### config.mk
export PLATFORM = sky130hd
export DESIGN_NAME = tpw_timer_pwm
export DESIGN_NICKNAME = d
export VERILOG_FILES = /design/src/design/tpw_pkg.sv /design/src/design/tpw_tick_if.sv /design/src/design/tpw_pin_sync.sv /design/src/design/tpw_prescale.sv /design/src/design/tpw_timer_pwm.sv
export SDC_FILE = /design/constraint.sdc
export NUM_CORES = 1
export LEC_CHECK = 0
export BUFFER_PORTS_ARGS = -buffer_cell sky130_fd_sc_hd__buf_2
export CAP_MARGIN = 20
export CELL_PAD_IN_SITES_DETAIL_PLACEMENT = 0
export CELL_PAD_IN_SITES_GLOBAL_PLACEMENT = 2
export CORE_MARGIN = 4
export CORE_UTILIZATION = 32
export CTS_BUF_LIST = sky130_fd_sc_hd__clkbuf_16
export CTS_CLUSTER_SIZE = 24
export DETAILED_ROUTE_END_ITERATION = 8
export GPL_TIMING_DRIVEN = 0
export PLACE_DENSITY = 0.73
export SLEW_MARGIN = 30
export SYNTH_ARGS = -nofsm -noshare
export SYNTH_HDL_FRONTEND = slang
export SYNTH_HIERARCHICAL = 1
export SYNTH_SLANG_ARGS = --single-unit
### constraint.sdc
create_clock -name clk_sys -period 3 [get_ports clk_sys]
set_input_delay 0.3 -clock clk_sys [delete_from_list [all_inputs] [get_ports clk_sys]]
set_output_delay 0.3 -clock clk_sys [all_outputs]
set_load 0.03 [all_outputs]
### src/design/tpw_pkg.sv
// constants, field layout and types of the timer pwm block
// Function
// - counter counts down; selectable 16-bit modulator or 8-bit modulator with prescaler
// - at each pulse rising edge counter reloads from reload register, keeps counting
// - trigger events during counting are ignored, no reload or restart
// - 16-bit: high time is n count clock periods
// - 16-bit: period fixed at 2^16-1 count clock periods
// - 8-bit: high time n*(m+1) periods, n upper byte, m lower byte
// - 8-bit: period (2^8-1)*(m+1) periods, lower byte acts as prescaler
// - counting starts on trigger pin, other timer overflow, or start flag
// - clearing the start flag stops counting
// - interrupt request raised at each falling edge of the pulse while counting, not at the fall caused by a stop
// - trigger pin works as general port or as external trigger input
// - reading the timer value register returns a fixed fill, not the count
// - write while stopped updates reload register and counter together
// - write while counting updates reload only; counter takes it at next reload
package tpw_pkg;

  // bus geometry and register byte offsets
  localparam int ADDR_W = 8;
  localparam logic [7:0] OFS_CTRL = 8'h00;
  localparam logic [7:0] OFS_VALUE = 8'h04;
  localparam logic [7:0] OFS_STATUS = 8'h08;
  localparam logic [7:0] OFS_CLEAR = 8'h0c;
  localparam logic [7:0] OFS_IRQ_EN = 8'h10;
  localparam logic [7:0] OFS_PORT = 8'h14;
  localparam logic [7:0] OFS_STATE = 8'h18;

  // control register fields
  localparam int CTRL_START_BIT = 0;
  localparam int CTRL_MODE8_BIT = 1;
  localparam int CTRL_CKS_LSB = 2;
  localparam int CTRL_TSEL_LSB = 4;
  localparam int CTRL_PORT_BIT = 6;
  localparam int CTRL_RISE_BIT = 7;

  // port register fields, status bits
  localparam int PORT_OUT_BIT = 0;
  localparam int PORT_DIR_BIT = 1;
  localparam int PORT_PIN_BIT = 2;
  localparam int ST_FALL_BIT = 0;
  localparam int ST_RISE_BIT = 1;

  // reset values and the fill returned for the value register
  localparam logic [15:0] RELOAD_RST = 16'h0000;
  localparam logic [31:0] VALUE_READ_FILL = 32'h0000_0000;

  // last period unit index: period is 2^16-1 or 2^8-1 units
  localparam logic [15:0] PERIOD16_LAST = 16'hfffe;
  localparam logic [15:0] PERIOD8_LAST = 16'h00fe;

  // prescaler divide ratios
  localparam int DIV_EIGHT = 8;
  localparam int DIV_THIRTY_TWO = 32;

  typedef enum logic [1:0] {
    CKS_UNDIV = 2'b00,
    CKS_DIV8 = 2'b01,
    CKS_DIV32 = 2'b10,
    CKS_OFF = 2'b11
  } tpw_cks_t;

  typedef enum logic [1:0] {
    TS_SOFT = 2'b00,
    TS_PIN = 2'b01,
    TS_OVF = 2'b10,
    TS_RSVD = 2'b11
  } tpw_tsel_t;

  typedef enum logic [1:0] {
    ST_IDLE = 2'b00,
    ST_ARMED = 2'b01,
    ST_RUN = 2'b10
  } tpw_state_t;

endpackage : tpw_pkg

### src/design/tpw_tick_if.sv
// count clock selection and tick between top and prescaler
`timescale 1ns/100ps
`default_nettype none
interface tpw_tick_if;
  import tpw_pkg::*;
  tpw_cks_t cks;
  logic tick;
  modport src (input cks, output tick);
  modport snk (output cks, input tick);
endinterface : tpw_tick_if
`default_nettype wire

### src/design/tpw_pin_sync.sv
// two-flop synchroniser and edge finder for the trigger pin
`timescale 1ns/100ps
`default_nettype none
module tpw_pin_sync (
  // clock and reset
  input wire logic clk_sys,
  input wire logic arst_n,
  // raw pin and edge choice
  input wire logic pin_raw,
  input wire logic rise_sel,
  // synchronised results
  output logic pin_level,
  output logic pin_edge
);

  typedef struct packed {
    logic meta;
    logic sync;
    logic prev;
  } tpw_sync_state_t;

  tpw_sync_state_t s_q;
  tpw_sync_state_t s_d;

  // meta feeds only sync; edges use sync against prev
  always_comb
  begin
    s_d.meta = pin_raw;
    s_d.sync = s_q.meta;
    s_d.prev = s_q.sync;
  end

  always_ff @(posedge clk_sys or negedge arst_n)
  begin
    if (!arst_n)
      s_q <= '0;
    else
      s_q <= s_d;
  end

  assign pin_level = s_q.sync;
  assign pin_edge = rise_sel ? (s_q.sync & ~s_q.prev)
                             : (~s_q.sync & s_q.prev);

endmodule : tpw_pin_sync
`default_nettype wire

### src/design/tpw_prescale.sv
// prescaler making the selected count clock tick
`timescale 1ns/100ps
`default_nettype none
module tpw_prescale
  import tpw_pkg::*;
#(
  parameter int DIV_A = DIV_EIGHT,
  parameter int DIV_B = DIV_THIRTY_TWO
) (
  // clock and reset
  input wire logic clk_sys,
  input wire logic arst_n,
  // tick towards the counter
  tpw_tick_if.src tick_bus
);

  localparam int CW = $clog2(DIV_B);

  typedef struct packed {
    logic [CW-1:0] cnt;
    logic tick;
  } tpw_pre_state_t;

  tpw_pre_state_t s_q;
  tpw_pre_state_t s_d;

  // both ratios must be powers of two and the first the smaller
  if (DIV_A < 2 || DIV_B <= DIV_A || (DIV_A & (DIV_A - 1)) != 0 ||
      (DIV_B & (DIV_B - 1)) != 0)
  begin : g_bad_div
    $error("tpw_prescale: unusable divide ratios");
  end

  // free running divider; tick is one cycle wide
  always_comb
  begin
    s_d = s_q;
    s_d.cnt = s_q.cnt + 1'b1;
    case (tick_bus.cks)
      CKS_UNDIV: s_d.tick = 1'b1;
      CKS_DIV8: s_d.tick = (s_q.cnt[$clog2(DIV_A)-1:0] == '1);
      CKS_DIV32: s_d.tick = (s_q.cnt == '1);
      default: s_d.tick = 1'b0; // inhibited selection never ticks
    endcase
  end

  always_ff @(posedge clk_sys or negedge arst_n)
  begin
    if (!arst_n)
      s_q <= '0;
    else
      s_q <= s_d;
  end

  assign tick_bus.tick = s_q.tick;

endmodule : tpw_prescale
`default_nettype wire

### src/design/tpw_timer_pwm.sv
// timer channel in pulse width modulation mode with avalon-mm registers
`timescale 1ns/100ps
`default_nettype none
module tpw_timer_pwm
  import tpw_pkg::*;
(
  // clock and reset
  input wire logic clk_sys,
  input wire logic arst_n,
  // avalon-mm slave
  input wire logic [ADDR_W-1:0] avs_address,
  input wire logic avs_read,
  input wire logic avs_write,
  input wire logic [31:0] avs_writedata,
  input wire logic [3:0] avs_byteenable,
  output logic [31:0] avs_readdata,
  output logic avs_waitrequest,
  // overflow pulse of another timer, same clock
  input wire logic ovf_in,
  // trigger pin, two-way
  input wire logic timer_trigger_pin_i,
  output logic timer_trigger_pin_o,
  output logic timer_trigger_pin_oe,
  // pulse output and interrupt
  output logic pulse_output_pin,
  output logic irq
);

  typedef struct packed {
    tpw_state_t st;
    logic start;
    logic mode8;
    tpw_cks_t cks;
    tpw_tsel_t tsel;
    logic port_mode;
    logic trig_rise;
    logic [15:0] reload;
    logic [15:0] hi;
    logic [7:0] pre;
    logic [7:0] div;
    logic [15:0] per;
    logic pulse;
    logic [1:0] status;
    logic [1:0] irq_en;
    logic pin_out;
    logic pin_dir;
    logic ack;
    logic [31:0] rdata;
  } tpw_top_state_t;

  tpw_top_state_t s_q;
  tpw_top_state_t s_d;

  logic pin_level;
  logic pin_edge;
  logic req;
  logic take;
  logic wr_go;
  logic trig_ev;
  logic tick;
  logic unit;
  logic [31:0] wmask;
  logic [31:0] clr;
  logic [1:0] ev;

  tpw_tick_if tick_if ();

  // byte enable merge of a register word
  function automatic logic [31:0] be_merge(
    input logic [31:0] old_v,
    input logic [31:0] new_v,
    input logic [3:0] be
  );
    logic [31:0] m;
    m = {{8{be[3]}}, {8{be[2]}}, {8{be[1]}}, {8{be[0]}}};
    be_merge = (old_v & ~m) | (new_v & m);
  endfunction : be_merge

  // high-time count taken from a timer value
  function automatic logic [15:0] high_of(
    input logic [15:0] val,
    input logic mode8
  );
    high_of = mode8 ? {8'h00, val[15:8]} : val;
  endfunction : high_of

  // last period unit index for the active width
  function automatic logic [15:0] last_of(input logic mode8);
    last_of = mode8 ? PERIOD8_LAST : PERIOD16_LAST;
  endfunction : last_of

  // control word as seen by software
  function automatic logic [31:0] ctrl_word(input tpw_top_state_t s);
    logic [31:0] w;
    w = 32'h0000_0000;
    w[CTRL_START_BIT] = s.start;
    w[CTRL_MODE8_BIT] = s.mode8;
    w[CTRL_CKS_LSB +: 2] = s.cks;
    w[CTRL_TSEL_LSB +: 2] = s.tsel;
    w[CTRL_PORT_BIT] = s.port_mode;
    w[CTRL_RISE_BIT] = s.trig_rise;
    ctrl_word = w;
  endfunction : ctrl_word

  // count clock source
  tpw_prescale #(
    .DIV_A(DIV_EIGHT),
    .DIV_B(DIV_THIRTY_TWO)
  ) u_prescale (
    .clk_sys(clk_sys),
    .arst_n(arst_n),
    .tick_bus(tick_if)
  );

  assign tick_if.cks = s_q.cks;
  assign tick = tick_if.tick;

  // trigger pin is asynchronous to clk_sys
  tpw_pin_sync u_pin_sync (
    .clk_sys(clk_sys),
    .arst_n(arst_n),
    .pin_raw(timer_trigger_pin_i),
    .rise_sel(s_q.trig_rise),
    .pin_level(pin_level),
    .pin_edge(pin_edge)
  );

  // bus handshake: one wait cycle, write lands when waitrequest is low
  assign req = avs_read | avs_write;
  assign take = req & ~s_q.ack;
  assign wr_go = avs_write & s_q.ack;
  assign avs_waitrequest = req & ~s_q.ack;
  assign wmask = {{8{avs_byteenable[3]}}, {8{avs_byteenable[2]}},
                  {8{avs_byteenable[1]}}, {8{avs_byteenable[0]}}};

  // pin triggers only when not used as a port
  always_comb
  begin
    case (s_q.tsel)
      TS_PIN: trig_ev = pin_edge & ~s_q.port_mode;
      TS_OVF: trig_ev = ovf_in;
      default: trig_ev = 1'b0;
    endcase
  end

  // in 8-bit mode a unit is m+1 count ticks
  assign unit = tick & (~s_q.mode8 | (s_q.pre == 8'h00));

  always_comb
  begin
    s_d = s_q;
    s_d.ack = take;
    clr = 32'h0000_0000;
    ev = 2'b00;

    // read data captured on the first cycle of the request
    if (take && avs_read)
    begin
      case (avs_address)
        OFS_CTRL: s_d.rdata = ctrl_word(s_q);
        OFS_VALUE: s_d.rdata = VALUE_READ_FILL;
        OFS_STATUS: s_d.rdata = {30'h0, s_q.status};
        OFS_IRQ_EN: s_d.rdata = {30'h0, s_q.irq_en};
        OFS_PORT: s_d.rdata = {29'h0, pin_level, s_q.pin_dir, s_q.pin_out};
        OFS_STATE: s_d.rdata = {27'h0, s_q.pulse, s_q.mode8, 1'b0, s_q.st};
        default: s_d.rdata = 32'h0000_0000; // unmapped and write-only
      endcase
    end

    // register writes
    if (wr_go)
    begin
      case (avs_address)
        OFS_CTRL:
        begin
          if (avs_byteenable[0])
          begin
            s_d.start = avs_writedata[CTRL_START_BIT];
            s_d.mode8 = avs_writedata[CTRL_MODE8_BIT];
            s_d.cks = tpw_cks_t'(avs_writedata[CTRL_CKS_LSB +: 2]);
            s_d.tsel = tpw_tsel_t'(avs_writedata[CTRL_TSEL_LSB +: 2]);
            s_d.port_mode = avs_writedata[CTRL_PORT_BIT];
            s_d.trig_rise = avs_writedata[CTRL_RISE_BIT];
          end
        end
        OFS_VALUE:
        begin
          s_d.reload = 16'(be_merge({16'h0, s_q.reload}, avs_writedata,
                                    avs_byteenable));
          // stopped: counter follows the write at once
          // counting: only the reload register changes
          if (s_q.st != ST_RUN)
          begin
            s_d.hi = high_of(s_d.reload, s_d.mode8);
            s_d.div = s_d.reload[7:0];
            s_d.pre = s_d.reload[7:0];
          end
        end
        OFS_CLEAR: clr = avs_writedata & wmask;
        OFS_IRQ_EN: s_d.irq_en = avs_byteenable[0] ? avs_writedata[1:0]
                                                   : s_q.irq_en;
        OFS_PORT:
        begin
          if (avs_byteenable[0])
          begin
            s_d.pin_out = avs_writedata[PORT_OUT_BIT];
            s_d.pin_dir = avs_writedata[PORT_DIR_BIT];
          end
        end
        default: ; // unmapped writes are dropped
      endcase
    end

    // counter sequencing
    if (!s_d.start)
    begin
      // clearing the flag stops the counter
      s_d.st = ST_IDLE;
    end
    else
    begin
      case (s_q.st)
        ST_IDLE:
        begin
          if (s_d.tsel == TS_SOFT || s_d.tsel == TS_RSVD)
          begin
            s_d.st = ST_RUN;
            s_d.per = last_of(s_d.mode8);
          end
          else
            s_d.st = ST_ARMED;
        end
        ST_ARMED:
        begin
          if (trig_ev)
          begin
            s_d.st = ST_RUN;
            s_d.per = last_of(s_q.mode8);
          end
        end
        ST_RUN:
        begin
          // trig_ev is not looked at while counting
          // down counting on the selected count clock
          if (tick && s_q.mode8)
            s_d.pre = (s_q.pre == 8'h00) ? s_q.div : s_q.pre - 8'h01;
          if (unit)
          begin
            if (s_q.per == 16'h0000)
            begin
              // reload at the pulse rising edge and keep going
              // period closes after the fixed unit count
              s_d.per = last_of(s_q.mode8);
              s_d.hi = high_of(s_q.reload, s_q.mode8);
              s_d.div = s_q.reload[7:0];
              s_d.pre = s_q.reload[7:0];
            end
            else
            begin
              s_d.per = s_q.per - 16'h0001;
              // high time ends after n units
              if (s_q.hi != 16'h0000)
                s_d.hi = s_q.hi - 16'h0001;
            end
          end
        end
        default: s_d.st = ST_IDLE;
      endcase
    end

    // output high from period start while high count remains
    s_d.pulse = (s_d.st == ST_RUN) && (s_d.hi != 16'h0000);

    // falling edge while running raises the request
    ev[ST_FALL_BIT] = s_q.pulse & ~s_d.pulse & (s_d.st == ST_RUN);
    // any rise is a period start, the one at start included
    ev[ST_RISE_BIT] = ~s_q.pulse & s_d.pulse;

    // sticky status: a new event beats a clear in the same cycle
    s_d.status = (s_q.status & ~clr[1:0]) | ev;
  end

  // state register
  always_ff @(posedge clk_sys or negedge arst_n)
  begin
    if (!arst_n)
    begin
      s_q <= '0;
      s_q.st <= ST_IDLE;
      s_q.cks <= CKS_UNDIV;
      s_q.tsel <= TS_SOFT;
      s_q.reload <= RELOAD_RST;
    end
    else
      s_q <= s_d;
  end

  // outputs
  assign avs_readdata = s_q.rdata;
  assign pulse_output_pin = s_q.pulse;
  assign irq = |(s_q.status & s_q.irq_en);
  // pin driven only as an output port
  assign timer_trigger_pin_o = s_q.pin_out;
  assign timer_trigger_pin_oe = s_q.port_mode & s_q.pin_dir;

endmodule : tpw_timer_pwm
`default_nettype wire

* Word level (Yosys, flattened, before mapping)
Index checks and enable logic that the tools add are counted.
Storage, ports and cells: logic and storage cells 125, flip-flop bits (word level) 123, output and inout bits 37, input bits 50
Operators by class: equality and inequality tests 20, reductions and logical operators 19, add/subtract/negate cells 4, bitwise operators 27, mux-type cells 31
Operators by type and width (number):
- $mux 16 | 10
- $mux 48 | 3
- $mux 32 | 2
- $mux 56 | 1
- $pmux 16 s3 | 1
- $pmux 8 s5 | 1
- $and 16x16->16 | 2
- $mux 8 | 4
- $reduce_bool 16->1 | 2
- $sub 16x1->16 const B | 2
- $eq 8x5->1 const B | 3
- $eq 8x4->1 const B | 2
- $logic_not 16->1 | 1
- $logic_not 8->1 | 2
- $not 16->16 | 1
- $or 16x16->16 | 1
- $and 1x1->1 | 10
- $eq 2x2->1 const B | 5
- $mux 2 | 5
- $reduce_and 3->1 | 3
- $eq 8x3->1 const B | 1
- $ne 2x2->1 const B | 4
- $sub 8x1->8 const B | 1
- $not 1->1 | 7
- other kinds (19) | 27

* Logic depth before layout (Yosys ltp)
Gate-level depths: netlist (run 1).
depth after elaboration 18, mapped depth 12, mapped depth without buffers 10

* Modules after synthesis
The synthesis (run 1) kept the hierarchy.
By module, submodules not included:
- tpw_timer_pwm | area each 6206.0 sq um, seq. area each 2252.2 sq um, instances 1, cells each 721
- tpw_prescale | area each 240.2 sq um, seq. area each 150.1 sq um, instances 1, cells each 16
- tpw_pin_sync | area each 97.6 sq um, seq. area each 75.1 sq um, instances 1, cells each 6

* Worst setup path before layout (run 1)
OpenSTA, ideal clock, no wires.
path kind register to register, from register s_q[64] in the netlist's numbering, to register s_q[37] in the netlist's numbering, arrival time 2845 ps, setup time 66 ps, required time 2934 ps, path buffers 2, stages on the path, launching flop included 13, clock period less this slack 2911 ps, slack 89 ps, cells stage by stage dfrtp_1 -> inv_1 -> ha_1 -> or3b_1 -> buf_2 -> or3_4 -> buf_6 -> a21o_4 -> a211oi_4 -> o32a_2 -> o2111ai_2 -> nor4_4 -> a41o_1
RTL lines:
- start, declared | line tpw_timer_pwm.sv:51 | tpw_top_state_t s_q;

==> results.cfg, run 1 <==
[status]
outcome = finished, violations left
violations = negative setup slack

[timing]
setup_tns_ns = -0.334
setup_slack_ns = -0.143
hold_viol = 0
setup_violations = 3
hold_slack_ns = 0.0498
fmax_ghz = 0.318
rsz0062_at_grt = true
slew_headroom_pct = 47.9
tightest_slew_ns = 0.776
finalCritPeriodShare_pct = 105
timing.final.crit_period_ns = 3.14
fin_skew_ns = 0.00711
drv_slew = 0

[layout]
area_growth_pct = 19.6
fin_area_sq_mm = 0.00782
mostFrequentLayoutCells = 99 x dfrtp_1, 79 x nand2_1, 53 x nor2_1
nets = 899
nFillCells = 2062
multi_input_area_sq_mm = 0.00380
layout-drive-gt1-share_pct = 22.3
final_common_cell = dfrtp_1
diodes = 0
stdcell_count = 1109
ff_latch_area_sq_mm = 0.00248
finalCoreUtilization_pct = 38.8

[yosys]
yosysSeqAreaShare_pct = 37.9
synth_warnings = 6
ys_ff_latch = 99
synthFlopType = dfrtp_1
netlist_instances = 743
synth_cell_types = 79
synth_top_cell_area_share_pct = 37.9
synth_enable_flop_cells = 0
synthTopCellsByArea = dfrtp_1 38%, nand2_1 4.6%, a21oi_1 3.8%
syn_avg_cell_area_sq_um = 8.81
synth_area_sq_mm = 0.00654
synth_largest_area_cell = dfrtp_1
async_flop_share_pct = 100

[pwr]
power_density_mw_per_mm2 = 433
vdd_drop_max_mv = 0.245
p_leak_uw = 0.00348

[drt]
drt_iter0_markers = 409
drt_first_pass_iters = 5
post_drt_wl_per_cell_um = 19.6
vias = 5941
viasPerCell = 5.36
routed_wl_um = 21700
drc = 0
ant_nets = 0

[setup_path]
cp_top_family = simple AND/OR/NAND/NOR gates
crit_arrival_ns = 3.44
slowest_delay_ns = 0.41
critPathKind = flop to flop
worstSetupStartpointType = flop
cp_data_required_time_ns = 3.29
cp_cell_sequence = inv_2 -> ha_4 -> or3b_4 -> or3_4 -> buf_8 -> a21o_4 -> buf_6 -> a311oi_2 -> a2bb2oi_2 -> o22ai_2 -> nor4_4 -> a41o_1
slowest_stage = or3_4
crit_path_start = s_q[64]
worst-path-buf-inv = 3
worstReg2RegStart = s_q[64]
critPathMaxFanout = 3
critPathCaptureType = flop

[grt]
grt_pass1_vias = 5752
track_usage_pct = 19.3
grt_remaining_overflow = 0
grt_max_degree = 56
grt_pass1_wl_um = 34100
antenna_found_initial = 0

[job]
drv_cap = 0

[floorplan]
design.core.area_sq_mm = 0.0202
io_pins = 87
die-area_sq_mm = 0.0228
rows = 52
dieWidth_um = 151
initial_core_util_pct = 32.4
die_h_um = 151

[clocking]
cts_tree = done
path_clk_slew_ns = 0.08
clock_latency_ns = 0.36
cts.sinks = 99
htreeDepth = 3
cts_root_buf = clkbuf_16
numCtsBuffers = 9
cts_max_path_buffers = 2

[placement]
placedCellCount = 1078
place_area_sq_mm = 0.00721
hpwl_um = 16000
portBuffers = 41
gp_congestion = 0.914

[hold_path]
hp-class = input port to flop
hold_path_startpoint = timer_trigger_pin_i
cells in the mapped netlist, types with 6 or more instances:
| cell type | count |
|---|---|
| nor2_1 | 57 |
| o22a_1 | 6 |
| nor4_1 | 7 |
| and2_1 | 6 |
| clkbuf_1 | 28 |
| dfrtp_1 | 99 |
| o211ai_1 | 6 |
| a2bb2oi_1 | 7 |
| nor3_1 | 29 |
| a31oi_1 | 11 |
| a21oi_1 | 50 |
| nand2b_1 | 7 |
| o22ai_1 | 13 |
| o21ai_0 | 50 |
| xnor2_1 | 15 |
| buf_4 | 33 |
| nand3_1 | 13 |
| mux2_2 | 22 |
| nand2_1 | 80 |
| and3_1 | 8 |
| or3_1 | 7 |
| inv_1 | 26 |
| mux2i_1 | 23 |
| ha_1 | 15 |
| a211oi_1 | 9 |
| o21ai_1 | 13 |
final timing paths:
check	slack, ns	cells past startpoint	end
worst max-delay path	-0.14	12	s_q[37]
worst min-delay path	0.05	1	u_pin_sync/s_d[1]
worst max register to register	-0.14	12	s_q[37]
worst min register to register	0.38	0	u_pin_sync/pin_level
max in group asynchronous	1.88	3	s_q[46]
min in group asynchronous	0.48	2	s_q[64]
cells by family after synthesis:
family | share of synthesized area, %
and+or+nand+nor | 20.6
AOI/OAI and AO/OA | 20.0
DFF | 37.9
buffers and inverters | 7.63
muxes | 8.34
xor gates and xnor gates | 2.68
adders and majority gates | 2.87
other | 0.0573
flip-flops by register name, indices dropped and copies added (netlist names):
signal and count:
timer_trigger_pin_o 1, u_prescale/s_q 5, u_prescale/tick_bus.tick 1, s_q 78, avs_readdata 8, u_pin_sync/pin_level 1, u_pin_sync/s_q 1, u_pin_sync/s_d 1
pulse_output_pin 1, tick_if.cks 2
power breakdown:
part	switching [uW]	internal [uW]	total, uW
Clock	572	740	1310
Sequential	103	1420	1520
Combinational	328	231	558
through the flow:
stage / total power, uW / setup slack, ns
detailed placement: 2070 / -0.521
finish: 3390 / -0.143
CTS: 3420 / -0.206
global placement: 2060 / -0.514
global route: 3550 / -0.256
floorplan: 1900 / 0.0888
metal layers:
| layer | wire length [um] | share of wire, % | vias up | track usage [%] |
|---|---|---|---|---|
| met3 | 1080 | 5.0 | 22 | 3.44 |
| met4 | 382 | 1.8 | 0 | 4.67 |
| met1 | 9860 | 45 | 2897 | 26.6 |
| li1 | - | - | 2823 | - |
| met5 | 0 | 0 | - | 0 |
| met2 | 10400 | 48 | 199 | 31.6 |
area by class of cell:
cell class                 instances  share of cell area (%)
timing repair buffer              61                    4.96
sequential                        99                    31.7
clock buffer                       9                    2.88
buffer                            66                    5.04
tap                              270                    4.32
multi-input combinational        570                    48.6
inverter                          27                    1.30
clock inverter                     7                    1.28
repair_timing:
| item | in CTS | in global routing |
|---|---|---|
| buffers inserted | 10 | 8 |
| hold buffers | 1 | 0 |
| setup endpoints to repair | 40 | 38 |
| resized for setup | 14 | 31 |
| pin swaps | 9 | 12 |
| endpoints found under the hold margin | 54 | 0 |
Note: power is estimated with default switching activity, not from simulation.
==> inputs of run 2 (changes only) <==
Settings changed: CORE_UTILIZATION 32 to 36, PLACE_DENSITY 0.73 to 0.78.
Clock period 3 ns to 3.1 ns, I/O delays scaled along.
==> run 2 against run 1 <==
Against the previous run: the run now ends clean; worst hold slack improved by 0.0085 ns; worst setup slack improved by 0.20 ns; cell count down 3.5%; flip-flop and latch count is the same; critical path depth down 1; register-to-register slack improved by 0.20 ns; first-iteration DRC count up 61%; global-route usage grew 1.5 points; fmax grew 3.1%; core utilization rose by 4.7 points; power is 5.1% lower; clock skew up 0.0063 ns; critical path type unchanged; critical endpoint unchanged.
==> results.cfg, run 2 (synthesis gave the netlist of run 1 again) <==
[status]
outcome = complete, no violations

[setup_path]
critPathCaptureType = flop
cp_top_family = simple AND/OR/NAND/NOR gates
worst-path-buf-inv = 3
slowest_delay_ns = 0.56
critPathMaxFanout = 8
cpMostUsedCell = a21oi_1
cp_cell_sequence = clkbuf_1 -> or4_1 -> buf_2 -> nor3_2 -> nand2b_1 -> a21oi_1 -> a31oi_2 -> a21oi_1 -> nor4_4 -> buf_4 -> a41o_1
slowest_stage = or4_1
critPathKind = flop to flop
crit_arrival_ns = 3.35
worstSetupStartpointType = flop
cp_data_required_time_ns = 3.40

[timing]
setup_violations = 0
timing.final.crit_period_ns = 3.05
tightest_slew_ns = 0.812
fmax_ghz = 0.328
setup_tns_ns = 0
hold_slack_ns = 0.0583
finalCritPeriodShare_pct = 98.3
fin_skew_ns = 0.0134
rsz0062_at_grt = true
hold_viol = 0
slew_headroom_pct = 45.5
drv_slew = 0

[floorplan]
design.core.area_sq_mm = 0.0179
die_h_um = 143
dieWidth_um = 143
rows = 49
io_pins = 87
die-area_sq_mm = 0.0204
initial_core_util_pct = 36.6

[grt]
grt_pass1_wl_um = 33100
track_usage_pct = 20.8
grt_remaining_overflow = 0
grt_pass1_vias = 5732
antenna_found_initial = 0
grt_max_degree = 53

[job]
drv_cap = 0

[clocking]
cts_tree = done
htreeDepth = 3
clock_latency_ns = 0.36
numCtsBuffers = 9
cts_max_path_buffers = 2
cts.sinks = 99
cts_root_buf = clkbuf_16
path_clk_slew_ns = 0.08

[layout]
layout-drive-gt1-share_pct = 22.5
final_common_cell = dfrtp_1
finalCoreUtilization_pct = 43.5
stdcell_count = 1070
mostFrequentLayoutCells = 99 x dfrtp_1, 80 x nand2_1, 54 x nor2_1
area_growth_pct = 18.9
largest_register_ff_count = 78
nets = 901
diodes = 0
largest_register = s_q

[drt]
routed_wl_um = 21200
post_drt_wl_per_cell_um = 19.8
drc = 0
viasPerCell = 5.65
ant_nets = 0
vias = 6047
drt_first_pass_iters = 5
drt_iter0_markers = 660

[hold_path]
hp-class = input port to flop

[placement]
hpwl_um = 15500
placedCellCount = 1037
portBuffers = 41
gp_congestion = 0.875

[pwr]
p_leak_uw = 0.00350
vdd_drop_max_mv = 0.280
power_density_mw_per_mm2 = 414
## run 2: metrics by stage
stage | setup WS, ns | power, uW | instance area [sq um]
after CTS | 0.0201 | 3220 | 7610
final | 0.0524 | 3220 | 7780
after global placement | -0.355 | 1990 | 7120
after detailed placement | -0.370 | 2010 | 7160
after global routing | -0.0725 | 3370 | 7780
after floorplan | 0.189 | 1840 | 6630
## run 2: report_power, final
part	internal, uW	switching [uW]
sequential	1370	100
combinational	224	324
clock	640	558
## run 2: worst reg2reg max path, cell delays in order, from the launching register on
cell,delay (ns)
dfrtp_1,0.36
clkbuf_1,0.19
or4_1,0.56
buf_2,0.22
nor3_2,0.36
nand2b_1,0.16
a21oi_1,0.09
a31oi_2,0.27
a21oi_1,0.16
nor4_4,0.28
buf_4,0.17
a41o_1,0.17
## run 2: worst paths after layout
check	startpoint	endpoint	slack, ns	cells past startpoint
max	s_q[75]	s_q[37]	0.05	11
min	timer_trigger_pin_i	u_pin_sync/s_d[1]	0.06	1
max reg2reg	s_q[75]	s_q[37]	0.05	11
min reg2reg	u_pin_sync/s_d[1]	u_pin_sync/pin_level	0.36	0
max in group asynchronous	arst_n	s_q[83]	1.97	3
min in group asynchronous	arst_n	u_prescale/s_q[2]	0.47	2
## run 2: repair_timing
item,CTS,global route
resized for setup,19,21
hold buffers,1,0
endpoints found under the hold margin,47,0
setup endpoints to repair,34,26
setup buffers,10,9
pin swaps,7,8
## run 2: cell type report
type | count | area [sq um]
Multi-Input combinational cell | 570 | 3820
Clock inverter | 7 | 81.3
Tap cell | 229 | 287
Sequential cell | 99 | 2480
Buffer | 67 | 394
Timing Repair Buffer | 62 | 392
Inverter | 27 | 101
Clock buffer | 9 | 225
Fill cell | 1778 | 10100
## run 2: routing by layer
metal | global-route usage [%] | vias up | share of wire, % | wire length [um]
met3 | 3.72 | 26 | 6.0 | 1270
li1 | - | 2823 | - | -
met5 | 0 | - | 0 | 0
met2 | 33.6 | 217 | 47 | 9980
met1 | 29.1 | 2981 | 45 | 9620
met4 | 5.15 | 0 | 1.7 | 361
